File: src/hdl/ierb_pkg.sv
// constants for the interrupt enable and request bank
// assumes an 8-bit special function register port at 16-bit addresses
package ierb_pkg;

    // register map: eight enable bytes then eight request bytes
    localparam logic [15:0] IE_BASE_ADDR  = 16'hf010;
    localparam logic [15:0] IRQ_BASE_ADDR = 16'hf018;
    localparam int          BANK_BYTES    = 8;

    // addresses of the registers named in the map
    localparam logic [15:0] TIMER_GROUP_IRQ_ENABLE_ADDR      = 16'hf015;
    localparam logic [15:0] PWM_TICK_IRQ_ENABLE_ADDR         = 16'hf016;
    localparam logic [15:0] SLOW_TICK_IRQ_ENABLE_ADDR        = 16'hf017;
    localparam logic [15:0] WATCHDOG_SUPPLY_IRQ_REQUEST_ADDR = 16'hf018;
    localparam logic [15:0] PORT_PIN_IRQ_REQUEST_ADDR        = 16'hf019;
    localparam logic [15:0] CONVERTER_IRQ_REQUEST_ADDR       = 16'hf01a;
    localparam logic [15:0] TIMER_PAIR_IRQ_REQUEST_ADDR      = 16'hf01b;
    localparam logic [15:0] COMPARATOR_IRQ_ENABLE_ADDR       = 16'hf014;

    // implemented bits, byte n in bits 8n+7..8n
    localparam logic [63:0] IE_IMPL_MASK  = 64'h09a1_f0c1_0c04_3740;
    localparam logic [63:0] IRQ_IMPL_MASK = 64'h09a1_f0c1_0c04_3741;

    // reset value of every register
    localparam logic [7:0]  REG_RESET     = 8'h00;
    localparam logic [63:0] BANK_RESET    = 64'h0;

    // flat source index of the non-maskable watchdog flag
    localparam logic [5:0]  WATCHDOG_INDEX = 6'h00;

    // field positions inside their bytes
    localparam int TIMER_E_IRQ_EN_BIT         = 4;
    localparam int TIMER_F_IRQ_EN_BIT         = 5;
    localparam int TIMER_A_IRQ_EN_BIT         = 6;
    localparam int TIMER_B_IRQ_EN_BIT         = 7;
    localparam int PWM_C_IRQ_EN_BIT           = 0;
    localparam int TICK_128HZ_IRQ_EN_BIT      = 5;
    localparam int TICK_32HZ_IRQ_EN_BIT       = 7;
    localparam int TICK_16HZ_IRQ_EN_BIT       = 0;
    localparam int TICK_2HZ_IRQ_EN_BIT        = 3;
    localparam int COMPARATOR_ZERO_IRQ_EN_BIT = 6;
    localparam int COMPARATOR_ONE_IRQ_EN_BIT  = 7;
    localparam int WATCHDOG_IRQ_PENDING_BIT   = 0;
    localparam int SUPPLY_MONITOR_PENDING_BIT = 6;
    localparam int CONVERTER_IRQ_PENDING_BIT  = 2;
    localparam int TIMER_EIGHT_PENDING_BIT    = 2;
    localparam int TIMER_NINE_PENDING_BIT     = 3;
    localparam int PORT_A_PIN0_PENDING_BIT    = 0;
    localparam int PORT_A_PIN1_PENDING_BIT    = 1;
    localparam int PORT_A_PIN2_PENDING_BIT    = 2;
    localparam int PORT_B_PIN0_PENDING_BIT    = 4;
    localparam int PORT_B_PIN1_PENDING_BIT    = 5;
    localparam int UART_PENDING_BIT           = 0;

endpackage : ierb_pkg

File: src/hdl/ierb_top.sv
// interrupt enable and request flag bank with cpu request outputs
// assumes peripherals and cpu run on i_clk; sfr port is single-cycle
// event inputs are single-cycle strobes from logic on the same clock, so no
// synchroniser stands in front of them
//
// The implementer's own choice: the address-and-strobe port.
module ierb_top (
    input  wire logic        i_clk,
    input  wire logic        i_rst,
    input  wire logic [15:0] i_addr,
    input  wire logic [7:0]  i_wdata,
    input  wire logic        i_wr,
    input  wire logic        i_rd,
    output logic      [7:0]  o_rdata,
    input  wire logic [63:0] i_src_event,
    input  wire logic        i_mie_set,
    input  wire logic        i_mie_clear,
    input  wire logic        i_instr_retire,
    input  wire logic        i_accept,
    input  wire logic [5:0]  i_accept_index,
    output logic             o_master_irq_enable,
    output logic             o_nmi_request,
    output logic             o_irq_request,
    output logic      [63:0] o_request_vec,
    output logic             o_write_hold
);

    ////////////////////////////////////////////////////////////////////
    // address decode

    // the bank covers sixteen consecutive bytes: eight enables, then eight requests
    // anything outside that window misses, so writes are dropped and reads give zero
    // {hit, request side, byte index}; shared by write and read paths
    function automatic logic [4:0] sfr_index(input logic [15:0] addr);
        logic [15:0] rel;
        rel = addr - ierb_pkg::IE_BASE_ADDR;
        if (rel < 16'(2 * ierb_pkg::BANK_BYTES)) begin
            sfr_index = {1'b1, rel[3:0]};
        end else begin
            sfr_index = 5'h00;
        end
    endfunction : sfr_index

    logic [4:0]  acc_sel;
    logic        wr_ie;
    logic        wr_irq;
    logic        rd_hit;

    assign acc_sel = sfr_index(i_addr);
    assign wr_ie   = i_wr & acc_sel[4] & ~acc_sel[3];
    assign wr_irq  = i_wr & acc_sel[4] & acc_sel[3];
    assign rd_hit  = i_rd & acc_sel[4];

    ////////////////////////////////////////////////////////////////////
    // implemented-bit masks per byte

    logic [63:0] ie_mask;
    logic [63:0] irq_mask;

    // implemented positions per byte, enables and requests alike:
    //   byte 0: supply monitor at bit 6; the request byte adds the watchdog at bit 0
    //   byte 1: port a pins 0 to 2 at bits 0 to 2, port b pins 0 and 1 at bits 4, 5
    //   byte 2: converter at bit 2
    //   byte 3: timer 8 at bit 2, timer 9 at bit 3
    //   byte 4: uart at bit 0, comparator zero at bit 6, comparator one at bit 7
    //   byte 5: timer e, f, a, b at bits 4 to 7
    //   byte 6: pwm c at bit 0, 128 hz tick at bit 5, 32 hz tick at bit 7
    //   byte 7: 16 hz tick at bit 0, 2 hz tick at bit 3
    // the watchdog has no enable bit: its enable position stays reserved
    // reserved positions are forced to zero through these masks, so a write
    // of all ones cannot wake a source that does not exist
    assign ie_mask[31:0]  = ierb_pkg::IE_IMPL_MASK[31:0];
    assign ie_mask[39:32] = ierb_pkg::IE_IMPL_MASK[39:32];
    assign ie_mask[47:40] = ierb_pkg::IE_IMPL_MASK[47:40];
    assign ie_mask[55:48] = ierb_pkg::IE_IMPL_MASK[55:48];
    assign ie_mask[63:56] = ierb_pkg::IE_IMPL_MASK[63:56];
    assign irq_mask[7:0]   = ierb_pkg::IRQ_IMPL_MASK[7:0];
    assign irq_mask[15:8]  = ierb_pkg::IRQ_IMPL_MASK[15:8];
    assign irq_mask[23:16] = ierb_pkg::IRQ_IMPL_MASK[23:16];
    assign irq_mask[31:24] = ierb_pkg::IRQ_IMPL_MASK[31:24];
    assign irq_mask[63:32] = ierb_pkg::IRQ_IMPL_MASK[63:32];

    ////////////////////////////////////////////////////////////////////
    // acceptance decode

    logic [63:0] accept_clr;

    // flat index is 8 * byte + bit, the same layout as i_src_event
    // an index on a reserved position clears nothing because the flag there
    // is held at zero by the request mask
    // one-hot clear for the source the cpu just took
    assign accept_clr = i_accept ? (64'h1 << i_accept_index) : 64'h0;

    ////////////////////////////////////////////////////////////////////
    // enable and request bytes

    logic [63:0] en_q;
    logic [63:0] flag_q;

    for (genvar g = 0; g < ierb_pkg::BANK_BYTES; g++) begin : g_byte
        logic       wr_en_hit;
        logic       wr_flag_hit;
        logic [7:0] en_d;
        logic [7:0] flag_keep;
        logic [7:0] flag_d;

        assign wr_en_hit   = wr_ie & (acc_sel[2:0] == 3'(g));
        assign wr_flag_hit = wr_irq & (acc_sel[2:0] == 3'(g));

        // enables are plain storage; the cpu accept never touches them, so a
        // handler returns with its source still enabled
        assign en_d = wr_en_hit ? (i_wdata & ie_mask[8*g +: 8])
                                : en_q[8*g +: 8];

        // a write replaces the byte, 1 acting as a trigger
        assign flag_keep = wr_flag_hit ? i_wdata
                                       : (flag_q[8*g +: 8] & ~accept_clr[8*g +: 8]);

        // event set beats software clear and accept clear: an event that lands
        // in the same cycle as a clear must not be lost
        assign flag_d = irq_mask[8*g +: 8] & (i_src_event[8*g +: 8] | flag_keep);

        // flags and enables start cleared
        always_ff @(posedge i_clk or posedge i_rst) begin
            if (i_rst) begin
                en_q[8*g +: 8]   <= ierb_pkg::REG_RESET;
                flag_q[8*g +: 8] <= ierb_pkg::REG_RESET;
            end else begin
                en_q[8*g +: 8]   <= en_d;
                flag_q[8*g +: 8] <= flag_d;
            end
        end
    end

    ////////////////////////////////////////////////////////////////////
    // master enable

    logic mie_q;
    logic mie_d;

    // accept wins over a set in the same cycle; cpu is entering a handler
    // and must not be re-entered by a set that was already in flight
    assign mie_d = i_accept ? 1'b0 : (i_mie_set ? 1'b1 : (i_mie_clear ? 1'b0 : mie_q));

    always_ff @(posedge i_clk or posedge i_rst) begin
        if (i_rst) begin
            mie_q <= 1'b0;
        end else begin
            mie_q <= mie_d;
        end
    end

    assign o_master_irq_enable = mie_q;

    ////////////////////////////////////////////////////////////////////
    // write hold: one instruction of grace after writing to the bank

    logic hold_q;
    logic hold_d;

    // the cpu may still be finishing the store when the flag appears; the
    // hold keeps the transfer back until one more instruction has retired
    // limitation: the hold also parks the watchdog for that instruction
    // a new write re-arms the hold even if a retire arrives alongside
    assign hold_d = (wr_ie | wr_irq) ? 1'b1 : (i_instr_retire ? 1'b0 : hold_q);

    always_ff @(posedge i_clk or posedge i_rst) begin
        if (i_rst) begin
            hold_q <= 1'b0;
        end else begin
            hold_q <= hold_d;
        end
    end

    assign o_write_hold = hold_q;

    ////////////////////////////////////////////////////////////////////
    // request outputs

    logic [63:0] gate_vec;
    logic [63:0] live_vec;

    // watchdog bypasses both its enable and the master enable
    // its enable position is reserved, so no software path can mask it
    assign gate_vec = (en_q & {64{mie_q}}) | (64'h1 << ierb_pkg::WATCHDOG_INDEX);

    // all three terms must hold for a maskable source
    // a flag raised while masked waits here and fires once unmasked
    assign live_vec = flag_q & gate_vec;

    // requests are parked while the hold is up, watchdog included
    assign o_request_vec = hold_q ? 64'h0 : live_vec;

    ////////////////////////////////////////////////////////////////////
    // per-source request view

    // one named line per source keeps the flat vector reviewable
    // request byte 0
    logic watchdog_interrupt;
    logic supply_monitor_interrupt;

    // request byte 1
    logic port_a_pin0_interrupt;
    logic port_a_pin1_interrupt;
    logic port_a_pin2_interrupt;
    logic port_b_pin0_interrupt;
    logic port_b_pin1_interrupt;

    // request byte 2
    logic converter_interrupt;

    // request byte 3
    logic timer_eight_interrupt;
    logic timer_nine_interrupt;

    // request byte 4
    logic uart_interrupt;
    logic comparator_zero_interrupt;
    logic comparator_one_interrupt;

    // request byte 5
    logic timer_e_interrupt;
    logic timer_f_interrupt;
    logic timer_a_interrupt;
    logic timer_b_interrupt;

    // request byte 6
    logic pwm_c_interrupt;
    logic tick_128hz_interrupt;
    logic tick_32hz_interrupt;

    // request byte 7
    logic tick_16hz_interrupt;
    logic tick_2hz_interrupt;

    // byte 0: watchdog is non-maskable, supply monitor is maskable
    assign watchdog_interrupt       = o_request_vec[8*0 + ierb_pkg::WATCHDOG_IRQ_PENDING_BIT];
    assign supply_monitor_interrupt = o_request_vec[8*0 + ierb_pkg::SUPPLY_MONITOR_PENDING_BIT];

    // byte 1: port pin sources
    assign port_a_pin0_interrupt = o_request_vec[8*1 + ierb_pkg::PORT_A_PIN0_PENDING_BIT];
    assign port_a_pin1_interrupt = o_request_vec[8*1 + ierb_pkg::PORT_A_PIN1_PENDING_BIT];
    assign port_a_pin2_interrupt = o_request_vec[8*1 + ierb_pkg::PORT_A_PIN2_PENDING_BIT];
    assign port_b_pin0_interrupt = o_request_vec[8*1 + ierb_pkg::PORT_B_PIN0_PENDING_BIT];
    assign port_b_pin1_interrupt = o_request_vec[8*1 + ierb_pkg::PORT_B_PIN1_PENDING_BIT];

    // byte 2: converter
    assign converter_interrupt = o_request_vec[8*2 + ierb_pkg::CONVERTER_IRQ_PENDING_BIT];

    // byte 3: timer pair
    assign timer_eight_interrupt = o_request_vec[8*3 + ierb_pkg::TIMER_EIGHT_PENDING_BIT];
    assign timer_nine_interrupt  = o_request_vec[8*3 + ierb_pkg::TIMER_NINE_PENDING_BIT];

    // byte 4: uart and comparators
    assign uart_interrupt            = o_request_vec[8*4 + ierb_pkg::UART_PENDING_BIT];
    assign comparator_zero_interrupt = o_request_vec[8*4 + ierb_pkg::COMPARATOR_ZERO_IRQ_EN_BIT];
    assign comparator_one_interrupt  = o_request_vec[8*4 + ierb_pkg::COMPARATOR_ONE_IRQ_EN_BIT];

    // byte 5: timer group
    assign timer_e_interrupt = o_request_vec[8*5 + ierb_pkg::TIMER_E_IRQ_EN_BIT];
    assign timer_f_interrupt = o_request_vec[8*5 + ierb_pkg::TIMER_F_IRQ_EN_BIT];
    assign timer_a_interrupt = o_request_vec[8*5 + ierb_pkg::TIMER_A_IRQ_EN_BIT];
    assign timer_b_interrupt = o_request_vec[8*5 + ierb_pkg::TIMER_B_IRQ_EN_BIT];

    // byte 6: pwm and fast ticks
    assign pwm_c_interrupt      = o_request_vec[8*6 + ierb_pkg::PWM_C_IRQ_EN_BIT];
    assign tick_128hz_interrupt = o_request_vec[8*6 + ierb_pkg::TICK_128HZ_IRQ_EN_BIT];
    assign tick_32hz_interrupt  = o_request_vec[8*6 + ierb_pkg::TICK_32HZ_IRQ_EN_BIT];

    // byte 7: slow ticks
    assign tick_16hz_interrupt = o_request_vec[8*7 + ierb_pkg::TICK_16HZ_IRQ_EN_BIT];
    assign tick_2hz_interrupt  = o_request_vec[8*7 + ierb_pkg::TICK_2HZ_IRQ_EN_BIT];

    // the cpu sees one non-maskable line and one line for all the rest
    assign o_nmi_request = watchdog_interrupt;

    // the maskable sources are named one by one so no reserved bit can join
    assign o_irq_request = supply_monitor_interrupt
                         // byte 1
                         | port_a_pin0_interrupt
                         | port_a_pin1_interrupt
                         | port_a_pin2_interrupt
                         | port_b_pin0_interrupt
                         | port_b_pin1_interrupt
                         // byte 2
                         | converter_interrupt
                         // byte 3
                         | timer_eight_interrupt
                         | timer_nine_interrupt
                         // byte 4
                         | uart_interrupt
                         | comparator_zero_interrupt
                         | comparator_one_interrupt
                         // byte 5
                         | timer_e_interrupt
                         | timer_f_interrupt
                         | timer_a_interrupt
                         | timer_b_interrupt
                         // byte 6
                         | pwm_c_interrupt
                         | tick_128hz_interrupt
                         | tick_32hz_interrupt
                         // byte 7
                         | tick_16hz_interrupt
                         | tick_2hz_interrupt;

    ////////////////////////////////////////////////////////////////////
    // read path: data one cycle after the strobe, zero elsewhere
    // returning zero outside read cycles lets several slaves share an or-bus

    logic [7:0] rd_byte;
    logic [7:0] rdata_d;
    logic [7:0] rdata_q;

    assign rd_byte = acc_sel[3] ? flag_q[8*acc_sel[2:0] +: 8] : en_q[8*acc_sel[2:0] +: 8];
    assign rdata_d = rd_hit ? rd_byte : 8'h00;

    always_ff @(posedge i_clk or posedge i_rst) begin
        if (i_rst) begin
            rdata_q <= 8'h00;
        end else begin
            rdata_q <= rdata_d;
        end
    end

    assign o_rdata = rdata_q;

endmodule : ierb_top

File: config.mk
export PLATFORM = sky130hd
export DESIGN_NAME = ierb_top
export DESIGN_NICKNAME = d
export VERILOG_FILES = /design/src/hdl/ierb_pkg.sv /design/src/hdl/ierb_top.sv
export SDC_FILE = /design/constraint.sdc
export NUM_CORES = 1
export LEC_CHECK = 0
export ABC_CLOCK_PERIOD_IN_PS = 2400
export BUFFER_PORTS_ARGS = -buffer_cell sky130_fd_sc_hd__buf_2
export CORE_UTILIZATION = 46
export CTS_CLUSTER_DIAMETER = 80
export DETAILED_ROUTE_END_ITERATION = 7
export MAX_ROUTING_LAYER = met4
export PLACE_DENSITY = 0.92
export SETUP_SLACK_MARGIN = 0.2
export SYNTH_ARGS = -nofsm -noshare
export SYNTH_HDL_FRONTEND = slang
export SYNTH_SLANG_ARGS = --single-unit
File: constraint.sdc
create_clock -name i_clk -period 2.4 [get_ports i_clk]
set_clock_uncertainty 0.2 [all_clocks]
set_input_delay 0.48 -clock i_clk [delete_from_list [all_inputs] [get_ports i_clk]]
set_output_delay 0.48 -clock i_clk [all_outputs]
set_load 0.005 [all_outputs]
; ---- Word level (Yosys, flattened, before mapping)
; Cells that the tools add are included.
; W data, S select, Z words.
[totals]
ff_bits = 53
out_inout_bits = 76
elab_cells = 120
[op_classes]
n_addsub = 1
n_lt_le_gt_ge = 1
eq_ne = 7
n_shift = 3
muxes = 18
bitwise_logic = 68
n_reduce_logical = 3
[ops]
columns = operator, count
row1 = $and A60 B64 Y64, 2
row2 = $shiftx A64 B7 Y8, 2
row3 = $mux W64, 1
row4 = $mux W60, 1
row5 = $shl A1 B6 Y60 const A, 1
row6 = $mux W8, 5
row7 = $and A8 B8 Y8, 3
row8 = $not A8 Y8, 3
row9 = $or A8 B8 Y8, 3
row10 = $or A1 B1 Y1, 21
row11 = $and A1 B1 Y1, 20
row12 = $lt A16 B5 Y1 const B, 1
row13 = $sub A16 B16 Y16 const B, 1
row14 = $eq A3 B3 Y1 const B, 4
row15 = $and A4 B4 Y4, 2
row16 = $mux W4, 2
row17 = $not A4 Y4, 2
row18 = $or A4 B4 Y4, 2
row19 = $and A7 B7 Y7, 1
row20 = $mux W7, 1
row21 = $not A7 Y7, 1
row22 = $or A7 B7 Y7, 1
row23 = $and A6 B6 Y6, 1
row24 = $eq A3 B2 Y1 const B, 2
row25 = other kinds (14), 18

; ---- Logic depth before layout (Yosys ltp)
; Gate-level depths: netlist of the first run.
[depth]
depth_word = 23
ltp_mapped = 7
depth_no_buf = 4

; ---- Least setup slack after synthesis of the first run
; No wires, ideal clock.
[synth_path]
kind = input to register
start = input port i_addr[11]
end = register en_q[44]
t_arrival_ns = 1.775
required_ns = 2.073
slack_ns = 0.298
stages = 7
n_path_buf = 3
path_cell_list = and4b_1 clkbuf_1 and4_1 buf_2 and3_1 buf_2 mux2_1
[synth_via]
elab_chain_cells = 6
word_cells_on_any_way = 8
[synth_lines]
columns = element, line_no
row1 = "start, declared", ierb_top.sv:10  ; input wire logic [15:0] i_addr,
row2 = $sub A16 B16 Y16 *, ierb_top.sv:36  ; rel = addr - ierb_pkg::IE_BASE_ADDR;
row3 = $lt A16 B5 Y1 *, ierb_top.sv:37  ; if (rel < 16'(2 * ierb_pkg::BANK_BYTES)) begin
row4 = $mux W5 *, ierb_top.sv:37
row5 = $and A1 B1 Y1 / $not A1 Y1 (equally long branches), ierb_top.sv:50  ; assign wr_ie = i_wr & acc_sel[4] & ~acc_sel[3];
row6 = $and A1 B1 Y1, ierb_top.sv:50
row7 = $and A1 B1 Y1 *, ierb_top.sv:107  ; assign wr_en_hit = wr_ie & (acc_sel[2:0] == 3'(g));
row8 = "end signal, assigned by index", ierb_top.sv:126  ; en_q[8*g +: 8] <= ierb_pkg::REG_RESET;
row9 = "end signal, assigned by index", ierb_top.sv:129  ; en_q[8*g +: 8] <= en_d;
row10 = "end, declared", ierb_top.sv:97  ; logic [63:0] en_q;
; Mark *: on every way between the ends. The rest lies on a longest branch, timed or not.
; A chain may end at the register's enable or synchronous reset.

; ---- Final worst setup path of the first run
[layout_path]
start = register flag_q[45]
end = output port o_irq_request
[layout_via]
elab_chain_cells = 10
[layout_lines]
columns = element, line_no
row1 = "start, declared", ierb_top.sv:98  ; logic [63:0] flag_q;
row2 = "start signal, assigned by index", ierb_top.sv:127  ; flag_q[8*g +: 8] <= ierb_pkg::REG_RESET;
row3 = "start signal, assigned by index", ierb_top.sv:130  ; flag_q[8*g +: 8] <= flag_d;
row4 = $and A60 B64 Y64, ierb_top.sv:189  ; assign live_vec = flag_q & gate_vec;
row5 = $mux W64, ierb_top.sv:192  ; assign o_request_vec = hold_q ? 64'h0 : live_vec;
row6 = $or A1 B1 Y1, ierb_top.sv:296  ; | timer_f_interrupt
row7 = $or A1 B1 Y1, ierb_top.sv:297  ; | timer_a_interrupt
row8 = $or A1 B1 Y1, ierb_top.sv:298  ; | timer_b_interrupt
row9 = $or A1 B1 Y1, ierb_top.sv:300  ; | pwm_c_interrupt
row10 = $or A1 B1 Y1, ierb_top.sv:301  ; | tick_128hz_interrupt
row11 = $or A1 B1 Y1, ierb_top.sv:302  ; | tick_32hz_interrupt
row12 = $or A1 B1 Y1, ierb_top.sv:304  ; | tick_16hz_interrupt
row13 = $or A1 B1 Y1, ierb_top.sv:305  ; | tick_2hz_interrupt;
row14 = "end, declared", ierb_top.sv:23  ; output logic o_irq_request,
; Every way passes these cells.

==> results of run 1 <==
[per-layer routing]
layer / track usage / routed length (µm)
met1: 0.352 / 4070
met2: 0.421 / 4760
met3: 0.0646 / 1060
met4: 0.0808 / 229
met5: - / 0
[synthesized netlist by cell type, types with 6 or more instances]
cell,number
a311o_1,13
a31oi_1,14
and2_1,6
buf_2,11
buf_4,43
clkbuf_1,10
dfrtp_1,53
inv_1,6
mux2_1,7
mux2_2,19
mux2i_1,8
nand2_1,34
nand4_1,8
nor2_1,32
o21ai_0,18
[placed cells by master, fill, tap and decap left out, drive strengths merged, types with 2 or more instances in the layout]
master / n
nand3b: 4
nand3: 5
nand2: 34
a221o: 2
nor3: 2
dfrtp: 53
inv: 6
o31ai: 5
nor3b: 2
a21oi: 5
a311oi: 4
a311o: 13
clkbuf: 7
a31oi: 14
mux2: 26
a22oi: 2
mux2i: 8
nor4: 6
o21a: 3
o21ai: 18
and3: 5
conb: 42
nor2b: 5
and4: 5
buf: 124
and2: 6
nand4: 8
nand2b: 3
mux4: 3
nand4b: 2
nor2: 32
a41oi: 5
[critical path, stage by stage, from the launching register on]
cell and delay (ps):
dfrtp_1 440, nand2_2 100, nand4_1 120, nor4_2 320, a41oi_1 150, buf_2 140
[through the flow]
step / power [mW] / area, µm² / instances / util / hold slack [ps]
6_report: 1.67 / 4160 / 573 / 0.568 / 16.2
5_1_grt: 1.74 / 4160 / 573 / 0.568 / 52.9
4_1_cts: 1.67 / 4120 / 568 / 0.562 / 30.8
3_5_place_dp: 1.16 / 3940 / 552 / 0.537 / 299
3_3_place_gp: 1.15 / 3940 / 552 / 0.537 / 289
2_1_floorplan: 1.09 / 3680 / 412 / - / 275
[kinds of logic (layout without fill, tap and decap cells)]
family / after synthesis / in the layout
mux: 37 / 37
simple gates: 127 / 127
buf+inv: 75 / 137
flops: 53 / 53
other cells: 1 / 42
compound gates: 78 / 78
[area by class of cell]
| type | instances | area, µm² | area share |
|---|---|---|---|
| Clock buffer | 7 | 86.3 | 0.0207 |
| Inverter | 6 | 22.5 | 0.00541 |
| Multi-Input combinational cell | 284 | 1890 | 0.455 |
| Sequential cell | 53 | 1330 | 0.319 |
| Tap cell | 99 | 124 | 0.0298 |
| Timing Repair Buffer | 124 | 711 | 0.171 |
[how the worst min path moves through the flow]
stage               slack (ps)         end  cells after the start
floorplan                  280    en_q[44]                      1
global placement           290    en_q[44]                      1
detailed placement         300    en_q[44]                      1
CTS                         30  o_rdata[7]                      3
global route                50  o_rdata[7]                      3
finish                      20  o_rdata[7]                      3
[where the power goes]
part | internal [mW] | switching [mW] | leakage, nW | total [mW]
Sequential | 0.896 | 0.00369 | 0.626 | 0.900
Clock | 0.230 | 0.299 | 0.0443 | 0.529
Combinational | 0.0913 | 0.155 | 1.28 | 0.246
Total | 1.22 | 0.457 | 1.95 | 1.67
[registers in the layout, summed over array words and instances (netlist names)]
signal and count:
o_rdata 8, flag_q 22, o_write_hold 1, en_q 21, o_master_irq_enable 1
[what timing repair did]
action,in CTS,in global routing
setup buffers,9,5
pin swaps,5,4
setup endpoints to repair,22,1
gates resized for setup,7,3
==> results.py, run 1 <==
metrics = {
    "routing": {
        "vias_per_cell": 5.76,
        "avgRoutedWirePerCell_um": 17.7,
        "dr_total_vias": 3302,
        "drt_drc_violations_left": 0,
        "drt_iter0_drc": 248,
        "drt_wl_total_um": 10100,
        "drt_pass1_iterations": 5,
        "ant_nets": 0,
    },
    "worst_setup_path": {
        "worstPathArrival_ps": 1590,
        "critPathMaxFanout": 3,
        "ff2ff_path_depth": 4,
        "path_class": "reg -> out",
        "worstReg2RegEnd": "o_rdata[2]",
        "required_ps": 1720,
        "endpoint_kind": "output port",
        "r2r_start": "flag_q[26]",
        "startpoint": "flag_q[45]",
        "critPathLaunchType": "flop",
        "crit_path_end": "o_irq_request",
        "reg2reg_slack_ps": 760,
    },
    "status": {
        "status": "finished clean",
    },
    "die": {
        "die_y_um": 89.6,
        "ios": 178,
        "row_count": 31,
        "fp.dieW_um": 89.6,
        "initial_core_util": 0.481,
        "core_um2": 7330,
        "die_area_um2": 8020,
    },
    "layout": {
        "final_nets": 576,
        "fillCellCount": 664,
        "area_growth_pct": 18.0,
        "drive_above_1_share": 0.350,
        "insertedDiodeCount": 0,
    },
    "clock_network": {
        "clk_latency_ps": 310,
        "cts_tree": "yes",
        "path_clk_slew_ps": 90,
        "cts-buffers-inserted": 5,
        "clock-sinks": 53,
        "cts_buffer_depth": 2,
        "cts.htree.levels": 2,
        "postCtsHoldBufs": 0,
        "cts.root.buffer_cell": "clkbuf_8",
    },
    "sta": {
        "setup_viol": 0,
        "grt_setup_unrepaired": "yes",
        "fin_ws_ps": 135,
        "fmax_mhz": 441,
        "slew_headroom": 0.634,
        "worst_pin_slew_ps": 546,
        "setup_tns_ps": 0,
        "finalMaxSlewViolations": 0,
        "period_share": 0.944,
        "min_period_ps": 2270,
        "hold_viol_final": 0,
    },
    "yosys": {
        "synthDistinctLibCells": 57,
        "synth_edf_count": 0,
        "synth_top_family_by_area": "simple AND/OR/NAND/NOR gates",
        "synth-adder-area-share": 0,
        "synth-seq-cells": 53,
        "synthCells": 371,
        "synth.area.mux_share": 0.125,
        "yosysSeqAreaShare": 0.376,
        "netlist.area_leader.share": 0.376,
        "synthFlopType": "dfrtp_1",
        "yosys.area.top_type": "dfrtp_1",
        "synth.avg_cell_area_um2": 9.50,
        "synth_compound_area_frac": 0.160,
        "synth.area.top_cells": "dfrtp_1 (38%), buf_4 (9.2%), mux2_2 (6.1%)",
        "syn-cell-area_um2": 3530,
        "async_reset_ff_frac": 1.00,
        "synth-xor-area-share": 0,
        "ys_warn_count": 0,
        "synthSimpleGateAreaFrac": 0.198,
    },
    "power_and_ir_drop": {
        "cellLeakagePower_nw": 1.95,
        "ir_drop_v": 0.000196,
        "power_density_nw_per_um2": 402,
    },
    "global_route": {
        "grt_max_degree": 28,
        "grt.total_usage": 0.271,
        "grt_pass1_wl_um": 15500,
        "antenna_found_initial": 0,
        "overflow": 0,
        "grt_pass1_vias": 2970,
    },
    "job": {
        "maxCapViolCount": 0,
    },
    "placed_design": {
        "hpwl_um": 7730,
        "place.gp.congestion": 0.912,
        "portBuffers": 93,
        "place_ws_ps": 1.33,
    },
    "min_path": {
        "worstHoldPathType": "in -> async",
    },
}
Power figures use the tool's default switching activity.
==> inputs of run 2 (changes only) <==
--- a/config.mk
+++ b/config.mk
@@ -5,7 +5,8 @@
 export SDC_FILE = /design/constraint.sdc
 export NUM_CORES = 1
 export LEC_CHECK = 0
-export ABC_CLOCK_PERIOD_IN_PS = 2400
+export ABC_AREA = 0
+export ABC_CLOCK_PERIOD_IN_PS = 2500
 export BUFFER_PORTS_ARGS = -buffer_cell sky130_fd_sc_hd__buf_2
 export CORE_UTILIZATION = 46
 export CTS_CLUSTER_DIAMETER = 80
==> constraint.sdc (replaced) <==
create_clock -name i_clk -period 2.5 [get_ports i_clk]
set_clock_uncertainty 0.2 [all_clocks]
set_input_delay 0.5 -clock i_clk [delete_from_list [all_inputs] [get_ports i_clk]]
set_output_delay 0.5 -clock i_clk [all_outputs]
set_load 0.005 [all_outputs]
==> results.py, run 2 (synthesis results as in run 1) <==
metrics = {
    "global_route": {
        "grt_pass1_wl_um": 15800,
        "grt_pass1_vias": 3074,
        "grt_max_degree": 32,
        "antenna_found_initial": 0,
        "overflow": 0,
        "grt.total_usage": 0.274,
    },
    "sta": {
        "slew_headroom": 0.635,
        "setup_viol": 0,
        "fin_ws_ps": 152,
        "setup_tns_ps": 0,
        "hold_viol_final": 0,
        "finalMaxSlewViolations": 0,
        "grt_setup_unrepaired": "yes",
        "worst_pin_slew_ps": 547,
        "period_share": 0.939,
        "hold_slack_ps": 10.2,
        "fmax_mhz": 426,
        "min_period_ps": 2350,
    },
    "routing": {
        "drt_iter0_drc": 383,
        "drt_drc_violations_left": 0,
        "ant_nets": 0,
        "dr_total_vias": 3408,
        "drt_wl_total_um": 10400,
        "avgRoutedWirePerCell_um": 18.5,
        "drt_pass1_iterations": 6,
        "vias_per_cell": 6.05,
    },
    "worst_setup_path": {
        "path_cells": "nand2_1 -> nand4_1 -> nor4_2 -> a41oi_1 -> buf_2",
        "endpoint_kind": "output port",
        "path_buf_inv": 1,
        "critPathMaxStageDelay_ps": 410,
        "critPathLaunchType": "flop",
        "ff2ff_path_depth": 3,
        "crit_cells": 5,
        "slowest_stage": "dfrtp_1",
        "path_class": "reg -> out",
        "worstPathArrival_ps": 1650,
        "required_ps": 1800,
        "critPathMaxFanout": 2,
        "critPathTopFamily": "simple AND/OR/NAND/NOR gates",
    },
    "clock_network": {
        "clk_latency_ps": 320,
        "cts_buffer_depth": 2,
        "cts.root.buffer_cell": "clkbuf_8",
        "cts.htree.levels": 2,
        "cts-buffers-inserted": 5,
        "postCtsHoldBufs": 0,
        "clock-sinks": 53,
        "cts_tree": "yes",
        "path_clk_slew_ps": 100,
    },
    "layout": {
        "top_register": "flag_q",
        "final_nets": 565,
        "insertedDiodeCount": 0,
        "largest_reg_flops": 22,
        "drive_above_1_share": 0.328,
        "area_growth_pct": 15.6,
        "layout_commonest_cell": "buf_2",
        "layout_common_cells": "buf_2 (93), dfrtp_1 (53), conb_1 (42)",
    },
    "power_and_ir_drop": {
        "cellLeakagePower_nw": 1.91,
        "power_density_nw_per_um2": 407,
        "ir_drop_v": 0.000232,
    },
    "die": {
        "fp.dieW_um": 89.6,
        "die_area_um2": 8020,
        "initial_core_util": 0.481,
        "core_um2": 7330,
        "ios": 178,
        "row_count": 31,
        "die_y_um": 89.6,
    },
    "placed_design": {
        "portBuffers": 93,
        "place_ws_ps": 114,
        "place.gp.congestion": 0.931,
        "hpwl_um": 7760,
    },
    "status": {
        "status": "finished clean",
    },
    "job": {
        "maxCapViolCount": 0,
    },
    "min_path": {
        "worstHoldPathType": "in -> async",
    },
}
run 2: cell count changes in the layout (fill, tap and decap cells not counted), sizes merged:
cell    delta
buf       -11
clkinv     +1
run 2: layer usage:
layer  vias to the layer above  track usage  wire length (µm)
met2                       274        0.422              4950
li1                       1468            -                 -
met5                         -            -                 0
met3                        30       0.0545              1070
met4                         0        0.120               336
met1                      1636        0.351              4060
run 2: worst register-to-register path, cell delays in order (launching register included):
cell and delay [ps]:
dfrtp_1 410, mux4_2 500, a22oi_1 230, nor3_1 90
run 2: layout make-up:
cell class | instances | area, µm²
fillers | 661 | 3250
inverters | 6 | 22.5
repair buffers | 113 | 628
clock buffers | 7 | 96.3
well taps | 99 | 124
flip-flops and latches | 53 | 1330
multi-input cells | 284 | 1870
clock inverters | 1 | 5.00
run 2: repair_timing:
item / in CTS / in global routing
setup endpoints to repair: 1 / 18
pin swaps: 2 / 0
resized for setup: 3 / 1
gates cloned: 0 / 0
setup buffers: 5 / 0
run 2: stage by stage:
stage               total power [mW]  std cells  utilization  area [µm²]
global route                    1.71        563        0.556        4080
finish                          1.66        563        0.556        4080
CTS                             1.64        563        0.556        4070
floorplan                       1.05        412            -        3680
detailed placement              1.11        550        0.535        3920
global placement                1.10        550        0.535        3920
run 2: path summary, 6_finish.rpt:
kind | from | to | slack, ps
worst max-delay path | flag_q[44] | o_irq_request | 150
worst min-delay path | i_rst | o_rdata[7] | 10
worst max register to register | flag_q[26] | o_rdata[2] | 940
worst min register to register | en_q[26] | en_q[26] | 330
max in group asynchronous | i_rst | flag_q[0] | 1530
min in group i_clk | i_src_event[39] | flag_q[39] | 170
run 2: where the power goes:
part           internal, mW  total [mW]  switching (mW)
registers             0.860       0.864         0.00345
logic                0.0850       0.235           0.150
clock network         0.252       0.560           0.308
total                  1.20        1.66           0.462
